### src/verilog/e0ts_pkg.sv
// constants for the endpoint 0 transmit status and fifo flag block
package e0ts_pkg;
    // register byte offsets on the axi4-lite bus
    localparam logic [7:0] ADDR_CTL = 8'h00;
    localparam logic [7:0] ADDR_STATUS = 8'h04;
    localparam logic [7:0] ADDR_FLAGS = 8'h08;
    localparam logic [7:0] ADDR_COUNT = 8'h0c;
    localparam logic [7:0] ADDR_DATA = 8'h10;
    // outcome status fields
    localparam int ST_TOGGLE = 7;
    localparam int ST_STAGE = 4;
    localparam int ST_STALL = 3;
    localparam int ST_NAK = 2;
    localparam int ST_ERROR = 1;
    localparam int ST_ACK = 0;
    // fifo condition fields
    localparam int FL_EMPTY = 3;
    localparam int FL_FULL = 2;
    localparam int FL_UNDER = 1;
    localparam int FL_OVER = 0;
    // control fields
    localparam int CT_CLEAR = 7;
    localparam int CT_STALL = 3;
    localparam int CT_SEND = 1;
    // fifo geometry
    localparam int FIFO_DEPTH = 8;
    localparam int PTR_W = 3;
    localparam logic [3:0] FIFO_FULL_CNT = 4'h8;
    // axi responses
    localparam logic [1:0] RESP_OKAY = 2'h0;
    localparam logic [1:0] RESP_SLVERR = 2'h2;
endpackage

### src/verilog/e0ts_top.sv
// endpoint 0 transmit status, fifo flags and axi4-lite register slave
// Behaviour
// - successful setup stage sets data toggle
// - toggle inverts after each acked data stage
// - toggle selects DATA0 or DATA1 pid
// - status stage flag set; cleared at setup
// - stall status set/refreshed at in end
// - stall control forces stall answer automatically
// - nak status set/refreshed at in end
// - nak answered when no packet ready
// - error status set/refreshed at in end
// - host ack sets ack bit and interrupt
// - ack cleared by software or next setup
// - reset clears all but fifo storage, sets fifo empty
// - empty flag tracks fifo holding nothing
// - full flag tracks fifo full
// - read from empty fifo sets under-run
// - write into full fifo sets over-run
// - clear control recovers, drops flags; interrupt stays while ack set
// - clear resets pointers, flags, then self-clears
// - count write enables send; ack disables
`timescale 1ns/10ps
module e0ts_top (
    input wire logic clk_sys,
    input wire logic rst,
    // axi4-lite slave
    input wire logic [7:0] s_axi_awaddr,
    input wire logic s_axi_awvalid,
    output logic s_axi_awready,
    input wire logic [31:0] s_axi_wdata,
    input wire logic [3:0] s_axi_wstrb,
    input wire logic s_axi_wvalid,
    output logic s_axi_wready,
    output logic [1:0] s_axi_bresp,
    output logic s_axi_bvalid,
    input wire logic s_axi_bready,
    input wire logic [7:0] s_axi_araddr,
    input wire logic s_axi_arvalid,
    output logic s_axi_arready,
    output logic [31:0] s_axi_rdata,
    output logic [1:0] s_axi_rresp,
    output logic s_axi_rvalid,
    input wire logic s_axi_rready,
    // link engine events, one-cycle pulses; inHostAck and inError are levels read only with inDone
    input wire logic setupBegin,
    input wire logic setupDone,
    input wire logic statusStageSeen,
    input wire logic inStart,
    input wire logic txPop,
    input wire logic inDone,
    input wire logic inHostAck,
    input wire logic inError,
    // link engine answers
    output logic respStall,
    output logic respNak,
    output logic respData,
    output logic dataPidOne,
    output logic [7:0] txByte,
    output logic epTxIrq
);
    // status and control state
    logic txDataToggle_reg;
    logic statusStageSeen_reg;
    logic stallSt_reg;
    logic nakSt_reg;
    logic errorSt_reg;
    logic ackSt_reg;
    logic fifoUnderrunFlag_reg;
    logic fifoOverrunFlag_reg;
    logic txFifoClearCtl_reg;
    logic txStallRequest_reg;
    logic txFifoSendEnable_reg;
    logic [3:0] byteCount_reg;
    logic respStall_reg;
    logic respNak_reg;
    logic respData_reg;
    logic [7:0] txByte_reg;
    // fifo storage
    logic [7:0] fifoMem [e0ts_pkg::FIFO_DEPTH];
    logic [e0ts_pkg::PTR_W-1:0] wrPtr_reg;
    logic [e0ts_pkg::PTR_W-1:0] rdPtr_reg;
    logic [3:0] fill_reg;
    // bus state
    logic bValid_reg;
    logic [1:0] bResp_reg;
    logic rValid_reg;
    logic [1:0] rResp_reg;
    logic [31:0] rData_reg;

    logic fifoEmpty;
    logic fifoFull;
    logic wrTake;
    logic wrLow;
    logic wrCtl;
    logic wrStatus;
    logic wrCount;
    logic wrData;
    logic wrMapped;
    logic rdTake;
    logic pushOk;
    logic popOk;
    logic ackSet;
    logic [7:0] statusByte;
    logic [7:0] flagsByte;
    logic [7:0] ctlByte;

    assign fifoEmpty = (fill_reg == 4'h0);
    assign fifoFull = (fill_reg == e0ts_pkg::FIFO_FULL_CNT);

    // write address and data are taken together, one at a time
    assign wrTake = s_axi_awvalid & s_axi_wvalid & ~bValid_reg;
    assign s_axi_awready = wrTake;
    assign s_axi_wready = wrTake;
    assign wrLow = wrTake & s_axi_wstrb[0];
    assign wrCtl = wrLow & (s_axi_awaddr == e0ts_pkg::ADDR_CTL);
    assign wrStatus = wrLow & (s_axi_awaddr == e0ts_pkg::ADDR_STATUS);
    assign wrCount = wrLow & (s_axi_awaddr == e0ts_pkg::ADDR_COUNT);
    assign wrData = wrLow & (s_axi_awaddr == e0ts_pkg::ADDR_DATA);
    assign wrMapped = (s_axi_awaddr == e0ts_pkg::ADDR_CTL) |
                      (s_axi_awaddr == e0ts_pkg::ADDR_STATUS) |
                      (s_axi_awaddr == e0ts_pkg::ADDR_FLAGS) |
                      (s_axi_awaddr == e0ts_pkg::ADDR_COUNT) |
                      (s_axi_awaddr == e0ts_pkg::ADDR_DATA);
    assign rdTake = s_axi_arvalid & ~rValid_reg;
    assign s_axi_arready = ~rValid_reg;

    // a clear in progress freezes fifo traffic for its one cycle
    assign pushOk = wrData & ~fifoFull & ~txFifoClearCtl_reg;
    assign popOk = txPop & ~fifoEmpty & ~txFifoClearCtl_reg;
    // ack only counts when data went out and the host acked cleanly
    assign ackSet = inDone & respData_reg & inHostAck & ~inError;

    always_ff @(posedge clk_sys) begin
        if (rst) begin
            bValid_reg <= 1'b0;
            bResp_reg <= e0ts_pkg::RESP_OKAY;
        end else if (wrTake) begin
            bValid_reg <= 1'b1;
            bResp_reg <= wrMapped ? e0ts_pkg::RESP_OKAY :
                         e0ts_pkg::RESP_SLVERR;
        end else if (s_axi_bready) begin
            bValid_reg <= 1'b0;
        end
    end
    assign s_axi_bvalid = bValid_reg;
    assign s_axi_bresp = bResp_reg;

    always_comb begin
        statusByte = 8'h00;
        statusByte[e0ts_pkg::ST_TOGGLE] = txDataToggle_reg;
        statusByte[e0ts_pkg::ST_STAGE] = statusStageSeen_reg;
        statusByte[e0ts_pkg::ST_STALL] = stallSt_reg;
        statusByte[e0ts_pkg::ST_NAK] = nakSt_reg;
        statusByte[e0ts_pkg::ST_ERROR] = errorSt_reg;
        statusByte[e0ts_pkg::ST_ACK] = ackSt_reg;
        flagsByte = 8'h00;
        flagsByte[e0ts_pkg::FL_EMPTY] = fifoEmpty;
        flagsByte[e0ts_pkg::FL_FULL] = fifoFull;
        flagsByte[e0ts_pkg::FL_UNDER] = fifoUnderrunFlag_reg;
        flagsByte[e0ts_pkg::FL_OVER] = fifoOverrunFlag_reg;
        ctlByte = 8'h00;
        ctlByte[e0ts_pkg::CT_CLEAR] = txFifoClearCtl_reg;
        ctlByte[e0ts_pkg::CT_STALL] = txStallRequest_reg;
        ctlByte[e0ts_pkg::CT_SEND] = txFifoSendEnable_reg;
    end

    always_ff @(posedge clk_sys) begin
        if (rst) begin
            rValid_reg <= 1'b0;
            rResp_reg <= e0ts_pkg::RESP_OKAY;
            rData_reg <= 32'h0000_0000;
        end else if (rdTake) begin
            rValid_reg <= 1'b1;
            rResp_reg <= e0ts_pkg::RESP_OKAY;
            case (s_axi_araddr)
                e0ts_pkg::ADDR_CTL: rData_reg <= {24'h000000, ctlByte};
                e0ts_pkg::ADDR_STATUS: rData_reg <= {24'h000000, statusByte};
                e0ts_pkg::ADDR_FLAGS: rData_reg <= {24'h000000, flagsByte};
                e0ts_pkg::ADDR_COUNT: rData_reg <= {28'h0000000,
                                                    byteCount_reg};
                // fifo data is write only
                e0ts_pkg::ADDR_DATA: rData_reg <= 32'h0000_0000;
                default: begin
                    rData_reg <= 32'h0000_0000;
                    rResp_reg <= e0ts_pkg::RESP_SLVERR;
                end
            endcase
        end else if (s_axi_rready) begin
            rValid_reg <= 1'b0;
        end
    end
    assign s_axi_rvalid = rValid_reg;
    assign s_axi_rdata = rData_reg;
    assign s_axi_rresp = rResp_reg;

    // fifo pointers and fill level
    always_ff @(posedge clk_sys) begin
        if (rst) begin
            wrPtr_reg <= 3'h0;
            rdPtr_reg <= 3'h0;
            fill_reg <= 4'h0;
        end else if (txFifoClearCtl_reg) begin
            wrPtr_reg <= 3'h0;
            rdPtr_reg <= 3'h0;
            fill_reg <= 4'h0;
        end else begin
            if (pushOk) begin
                wrPtr_reg <= wrPtr_reg + 3'h1;
            end
            if (popOk) begin
                rdPtr_reg <= rdPtr_reg + 3'h1;
            end
            if (pushOk & ~popOk) begin
                fill_reg <= fill_reg + 4'h1;
            end else if (popOk & ~pushOk) begin
                fill_reg <= fill_reg - 4'h1;
            end
        end
    end

    // storage has no reset; contents are meaningless until written
    always_ff @(posedge clk_sys) begin
        if (pushOk) begin
            fifoMem[wrPtr_reg] <= s_axi_wdata[7:0];
        end
    end

    always_ff @(posedge clk_sys) begin
        if (rst) begin
            txByte_reg <= 8'h00;
        end else if (popOk) begin
            txByte_reg <= fifoMem[rdPtr_reg];
        end
    end
    assign txByte = txByte_reg;

    // under-run and over-run stick until the fifo is cleared
    always_ff @(posedge clk_sys) begin
        if (rst) begin
            fifoUnderrunFlag_reg <= 1'b0;
            fifoOverrunFlag_reg <= 1'b0;
        end else if (txFifoClearCtl_reg) begin
            fifoUnderrunFlag_reg <= 1'b0;
            fifoOverrunFlag_reg <= 1'b0;
        end else begin
            if (txPop & fifoEmpty) begin
                fifoUnderrunFlag_reg <= 1'b1;
            end
            if (wrData & fifoFull) begin
                fifoOverrunFlag_reg <= 1'b1;
            end
        end
    end

    // clear control: set by software, acts once, then drops itself
    always_ff @(posedge clk_sys) begin
        if (rst) begin
            txFifoClearCtl_reg <= 1'b0;
        end else if (wrCtl & s_axi_wdata[e0ts_pkg::CT_CLEAR]) begin
            txFifoClearCtl_reg <= 1'b1;
        end else begin
            txFifoClearCtl_reg <= 1'b0;
        end
    end

    always_ff @(posedge clk_sys) begin
        if (rst) begin
            txStallRequest_reg <= 1'b0;
        end else if (setupDone) begin
            txStallRequest_reg <= 1'b0;
        end else if (wrCtl) begin
            txStallRequest_reg <= s_axi_wdata[e0ts_pkg::CT_STALL];
        end
    end

    // send enable; a count write in the same cycle as a drop wins
    always_ff @(posedge clk_sys) begin
        if (rst) begin
            txFifoSendEnable_reg <= 1'b0;
        end else if (wrCount) begin
            txFifoSendEnable_reg <= 1'b1;
        end else if (ackSet | setupDone | txFifoClearCtl_reg) begin
            txFifoSendEnable_reg <= 1'b0;
        end else if (wrCtl) begin
            txFifoSendEnable_reg <= s_axi_wdata[e0ts_pkg::CT_SEND];
        end
    end

    always_ff @(posedge clk_sys) begin
        if (rst) begin
            byteCount_reg <= 4'h0;
        end else if (wrCount) begin
            byteCount_reg <= s_axi_wdata[3:0];
        end
    end

    // answer chosen at the token and held through the transaction
    always_ff @(posedge clk_sys) begin
        if (rst) begin
            respStall_reg <= 1'b0;
            respNak_reg <= 1'b0;
            respData_reg <= 1'b0;
        end else if (inStart) begin
            respStall_reg <= txStallRequest_reg;
            respNak_reg <= ~txStallRequest_reg & ~txFifoSendEnable_reg;
            respData_reg <= ~txStallRequest_reg & txFifoSendEnable_reg;
        end else if (inDone) begin
            respStall_reg <= 1'b0;
            respNak_reg <= 1'b0;
            respData_reg <= 1'b0;
        end
    end
    assign respStall = respStall_reg;
    assign respNak = respNak_reg;
    assign respData = respData_reg;

    always_ff @(posedge clk_sys) begin
        if (rst) begin
            txDataToggle_reg <= 1'b0;
        end else if (setupDone) begin
            txDataToggle_reg <= 1'b1;
        end else if (ackSet) begin
            txDataToggle_reg <= ~txDataToggle_reg;
        end
    end
    assign dataPidOne = txDataToggle_reg;

    always_ff @(posedge clk_sys) begin
        if (rst) begin
            statusStageSeen_reg <= 1'b0;
        end else if (statusStageSeen) begin
            statusStageSeen_reg <= 1'b1;
        end else if (setupBegin) begin
            statusStageSeen_reg <= 1'b0;
        end
    end

    // outcome bits refresh at the end of every in transaction
    always_ff @(posedge clk_sys) begin
        if (rst) begin
            stallSt_reg <= 1'b0;
            nakSt_reg <= 1'b0;
            errorSt_reg <= 1'b0;
        end else if (inDone) begin
            stallSt_reg <= respStall_reg;
            nakSt_reg <= respNak_reg;
            errorSt_reg <= inError;
        end
    end

    // hardware set beats a software or setup clear in the same cycle
    always_ff @(posedge clk_sys) begin
        if (rst) begin
            ackSt_reg <= 1'b0;
        end else if (ackSet) begin
            ackSt_reg <= 1'b1;
        end else if (setupBegin) begin
            ackSt_reg <= 1'b0;
        end else if (wrStatus & ~s_axi_wdata[e0ts_pkg::ST_ACK]) begin
            ackSt_reg <= 1'b0;
        end
    end

    assign epTxIrq = ackSt_reg | fifoUnderrunFlag_reg |
                     fifoOverrunFlag_reg;
endmodule

### config.mk
export PLATFORM = sky130hd
export DESIGN_NAME = e0ts_top
export DESIGN_NICKNAME = d
export VERILOG_FILES = /design/src/verilog/e0ts_pkg.sv /design/src/verilog/e0ts_top.sv
export SDC_FILE = /design/constraint.sdc
export NUM_CORES = 1
export LEC_CHECK = 0
export BUFFER_PORTS_ARGS = -buffer_cell sky130_fd_sc_hd__buf_4
export CAP_MARGIN = 20
export CORE_MARGIN = 1
export CORE_UTILIZATION = 55
export CTS_BUF_LIST = sky130_fd_sc_hd__clkbuf_4 sky130_fd_sc_hd__clkbuf_8
export CTS_CLUSTER_DIAMETER = 100
export DETAILED_ROUTE_END_ITERATION = 8
export HOLD_SLACK_MARGIN = 0.05
export PLACE_DENSITY = 0.82
export SLEW_MARGIN = 20
export SYNTH_ARGS = -nofsm -noshare
export SYNTH_HDL_FRONTEND = slang
export SYNTH_SLANG_ARGS = --single-unit
### constraint.sdc
create_clock -name clk_sys -period 3.35 [get_ports clk_sys]
set_clock_uncertainty 0.15 [all_clocks]
set_input_delay 0.8375 -clock clk_sys [delete_from_list [all_inputs] [get_ports clk_sys]]
set_output_delay 0.8375 -clock clk_sys [all_outputs]
set_load 0.01 [all_outputs]
==> results by stage <==
Clock network:
- The number of buffers between clock root and the deepest sink is 2.
- The clock root buffer master is sky130_fd_sc_hd__clkbuf_8.
- The number of buffers inserted by post-CTS setup repair is 0.
- The CTS tree is yes.
- The number of hold buffers added after CTS was 0.
- The total number of clock tree sinks is 110.
- Clock-pin slew was measured on the worst setup and hold paths at 100 ps.
- The later pin in the worst-skew pair is clocked with a latency of 380 ps.
- Gates resized during post-CTS repair numbered 0.
- The total clock buffers created by CTS is 9.
- CTS built an H-tree with a depth of 3.

Setup path:
- The worst register-to-register path begins at fill_reg[0].
- The count of cells along the worst register-to-register path is 11.
- The register-to-register path setup slack is 350 ps.
- The critical path capture point type is a flop.
- The critical path buffer and inverter count is 2.
- In this run the worst path has a maximum fanout of 6.
- Grouping stages by cell kind, the critical path spends the most delay in simple AND/OR/NAND/NOR gates.
- For the worst setup path, the data required time is 3540 ps.
- The peak per-stage delay on the critical path is 640 ps.
- The signal on the critical path passes through nor4b_1, nor2_1, nand2_1, inv_1, ha_1, inv_1, ha_1, a21oi_1, nand3_1, a211oi_1, a31o_2.
- The critical path starts at fill_reg[0].
- The worst setup path category is flop to flop.
- On the critical path, the stage with the largest delay is an instance of sky130_fd_sc_hd__nor4b_1.
- For the worst setup path, the data arrival time is 3190 ps.
- The worst register-to-register path ends at fill_reg[3].
- The worst setup path is launched from a flop.

Routing:
- The number of DRC markers in iteration 0 is 185.
- The number of DRC violations after detailed routing is 0.
- Summed over all layers, the routed wires come to 9080 um.
- After detailed routing, the average wire length per cell comes to 16.8 um.
- The via density per instance is 5.60.
- The post-detailed-route count of antenna-violating nets is 0.
- The routed via count is 3026.
- The first detailed-routing pass ran for 4 iterations.

Timing:
- For this run, the top clock speed supported by timing is 0.333 GHz.
- The time the final worst path needs with I/O delays and setup is 3000 ps.
- The final period utilization is 89.5%.
- The final hold slack is 353 ps.
- The worst relative slew slack is 41.7%.
- The final hold violation count is 0.
- The max-slew violation count is 0.
- Setup repair after global routing left no endpoint under its margin.
- For the pin with the worst max-slew slack, the measured transition is 873 ps.
- Setup violations remaining at the end of the flow were counted as 0.
- The post-route setup TNS is 0 ps.

Yosys:
- Each instance of the synthesized netlist takes up on average 13.4 um2.
- The flip-flop cell with the highest count after synthesis is sky130_fd_sc_hd__edfxtp_1.
- Synthesis inferred 110 register bits.
- Counting flops with an async set or reset pin after synthesis yields a share of 0%.
- After synthesis, the netlist uses 52 different library cells.
- The share of the yosys chip area belonging to registers is 59.7%.
- After synthesis the cells add up to 4760 um2.
- The cell count after synthesis is 356.
- During synthesis, Yosys emitted a total of 0 warnings.
- The number of enable-type register cells in the synthesized netlist is 64.

Global routing:
- The via count of the first global-routing pass is 2933.
- The initial antenna violation count came to 0.
- Entering global routing, the biggest net connects 38 pins.
- The remaining global-route overflow is 0.
- Global routing used 22.2% of the available tracks.
- The first-pass GRT wire length is 14400 um.

Floorplanning:
- Pin placement for this block handled 121 I/O pins.
- The floorplan has 33 rows.
- The initial utilization of the core area, before any placement, comes to 57.4%.
- In this run the horizontal extent of the chip is 95.1 um.
- The vertical die dimension is 95.1 um.
- The floorplan step defined a core boundary enclosing 8300 um2.
- The floorplan step defined a die boundary enclosing 9040 um2.

Worst hold path:
- The startpoint of the tightest hold check path is s_axi_rdata[2].
- The number of cells on the worst hold path is 2.
- The path type of the worst min-delay path is flop to flop.
- The worst hold endpoint is s_axi_rdata[2].

Pwr:
- The worst supply voltage drop on vdd is 333 uV.
- For this design the static power due to leakage is 2.08 nW.
- In this run the power density over the cells is 575 nW/um2.
- The design draws 3.17 mW.

Final layout:
- The number of antenna diodes in the final layout is 0.
- The relative area change from synthesis to final layout is 15.9%.
- The filler cell count is 577.
- The register with the most flip-flops in the layout has 64 of them.
- The share of post-route cells with drive strength above 1 is 29.4%.
- In the final design database the tool counted 503 nets.
- The finished cells cover 5520 um2.

Placed design:
- Detailed placement finished with a half-perimeter wire length of 6300 um.
- The placement-stage cell area is 5310 um2.
- The number of port buffers is 65.
- The routability-driven placement congestion ratio is 0.769.

Run status:
- The flow ran to the end, and the final reports show no timing, DRC or antenna violations.

Flow run:
- The number of max-cap violations is 0.
-- where the power goes --
| group | internal, mW | switching [mW] |
|---|---|---|
| Combinational | 0.386 | 0.376 |
| Sequential | 1.51 | 0.0885 |
| Clock | 0.354 | 0.462 |
| Total | 2.25 | 0.926 |
-- cell type report --
| cell class | count | area, um2 | share of cell area, % |
|---|---|---|---|
| clock buffer | 9 | 124 | 2.24 |
| timing repair buffer | 81 | 608 | 11.0 |
| multi-input combinational | 219 | 1700 | 30.8 |
| tap | 105 | 131 | 2.38 |
| clock inverter | 7 | 81.3 | 1.47 |
| inverter | 9 | 33.8 | 0.612 |
| sequential | 110 | 2840 | 51.5 |
-- kinds of logic after synthesis --
group	share of synthesized area [%]
flip-flops	59.7
AND/OR/NAND/NOR	11.2
multiplexers	13.0
XOR/XNOR	0.920
AO/OA/AOI/OAI	6.62
other	0.0787
adder cells (fa/ha/maj)	1.73
buffers and inverters	6.80
-- cell usage in the layout, fill, tap and decap left out, types with 6 or more instances in the layout --
cell type	n
sky130_fd_sc_hd__a211oi_1	10
sky130_fd_sc_hd__a21oi_1	17
sky130_fd_sc_hd__buf_4	81
sky130_fd_sc_hd__clkbuf_8	9
sky130_fd_sc_hd__conb_1	28
sky130_fd_sc_hd__dfxtp_1	46
sky130_fd_sc_hd__edfxtp_1	64
sky130_fd_sc_hd__inv_1	9
sky130_fd_sc_hd__mux2i_1	19
sky130_fd_sc_hd__mux4_2	18
sky130_fd_sc_hd__nand3_1	6
sky130_fd_sc_hd__nor2_1	46
-- worst min-delay path, delay by kind of cell (launching register included) --
kind | cells | cell delay [ps]
AOI/OAI and AO/OA | 1 | 60
DFF | 1 | 340
and+or+nand+nor | 1 | 60
-- cells in the mapped netlist, types with 2 or more instances --
| master | instances | share of area, % |
|---|---|---|
| sky130_fd_sc_hd__nand3_1 | 6 | 0.63 |
| sky130_fd_sc_hd__clkbuf_1 | 10 | 0.79 |
| sky130_fd_sc_hd__nor4b_2 | 2 | 0.63 |
| sky130_fd_sc_hd__or3_1 | 2 | 0.26 |
| sky130_fd_sc_hd__nor2_1 | 46 | 3.6 |
| sky130_fd_sc_hd__buf_1 | 2 | 0.16 |
| sky130_fd_sc_hd__nand2_1 | 3 | 0.24 |
| sky130_fd_sc_hd__nor3_1 | 5 | 0.53 |
| sky130_fd_sc_hd__xor2_1 | 2 | 0.37 |
| sky130_fd_sc_hd__nand2b_1 | 5 | 0.66 |
| sky130_fd_sc_hd__ha_1 | 5 | 1.3 |
| sky130_fd_sc_hd__dfxtp_1 | 46 | 19 |
| sky130_fd_sc_hd__nand3b_1 | 3 | 0.47 |
| sky130_fd_sc_hd__a21oi_1 | 17 | 1.8 |
| sky130_fd_sc_hd__inv_1 | 9 | 0.71 |
| sky130_fd_sc_hd__a22oi_1 | 5 | 0.79 |
| sky130_fd_sc_hd__mux2i_1 | 19 | 4.0 |
| sky130_fd_sc_hd__nand4b_1 | 2 | 0.37 |
| sky130_fd_sc_hd__buf_4 | 32 | 5.0 |
| sky130_fd_sc_hd__xnor2_1 | 3 | 0.55 |
| sky130_fd_sc_hd__o21ai_0 | 3 | 0.32 |
| sky130_fd_sc_hd__nor4_1 | 4 | 0.53 |
| sky130_fd_sc_hd__mux2_2 | 2 | 0.47 |
| sky130_fd_sc_hd__or2_2 | 2 | 0.26 |
| sky130_fd_sc_hd__edfxtp_1 | 64 | 40 |
| sky130_fd_sc_hd__mux4_2 | 18 | 8.5 |
| sky130_fd_sc_hd__nor3b_1 | 5 | 0.79 |
| sky130_fd_sc_hd__a211oi_1 | 10 | 1.6 |
-- through the flow --
step                util (%)  setup slack [ps]  instances
global placement        64.0               158        524
CTS                     66.5               353        540
finish                  66.5               351        540
global route            66.5              92.0        540
floorplan                  -               304        383
detailed placement      64.0              37.1        524
-- metal layers --
layer	part of all wire, %	GRT usage (%)	vias to the layer above	wire length [um]
met2	49	36.7	102	4480
met1	44	28.4	1480	3990
li1	-	-	1429	-
met5	0	0	-	0
met4	1.8	9.22	0	165
met3	4.9	4.55	15	442
-- how the worst max path moves through the flow --
stage                             end  slack [ps]  cells after the start
after floorplan           fill_reg[3]         300                     11
after global placement    fill_reg[3]         160                     12
after detailed placement  fill_reg[3]          40                     12
after CTS                 fill_reg[3]         350                     11
after global routing      fill_reg[3]          90                     11
final                     fill_reg[3]         350                     11
Power figures use the tool's default switching activity.
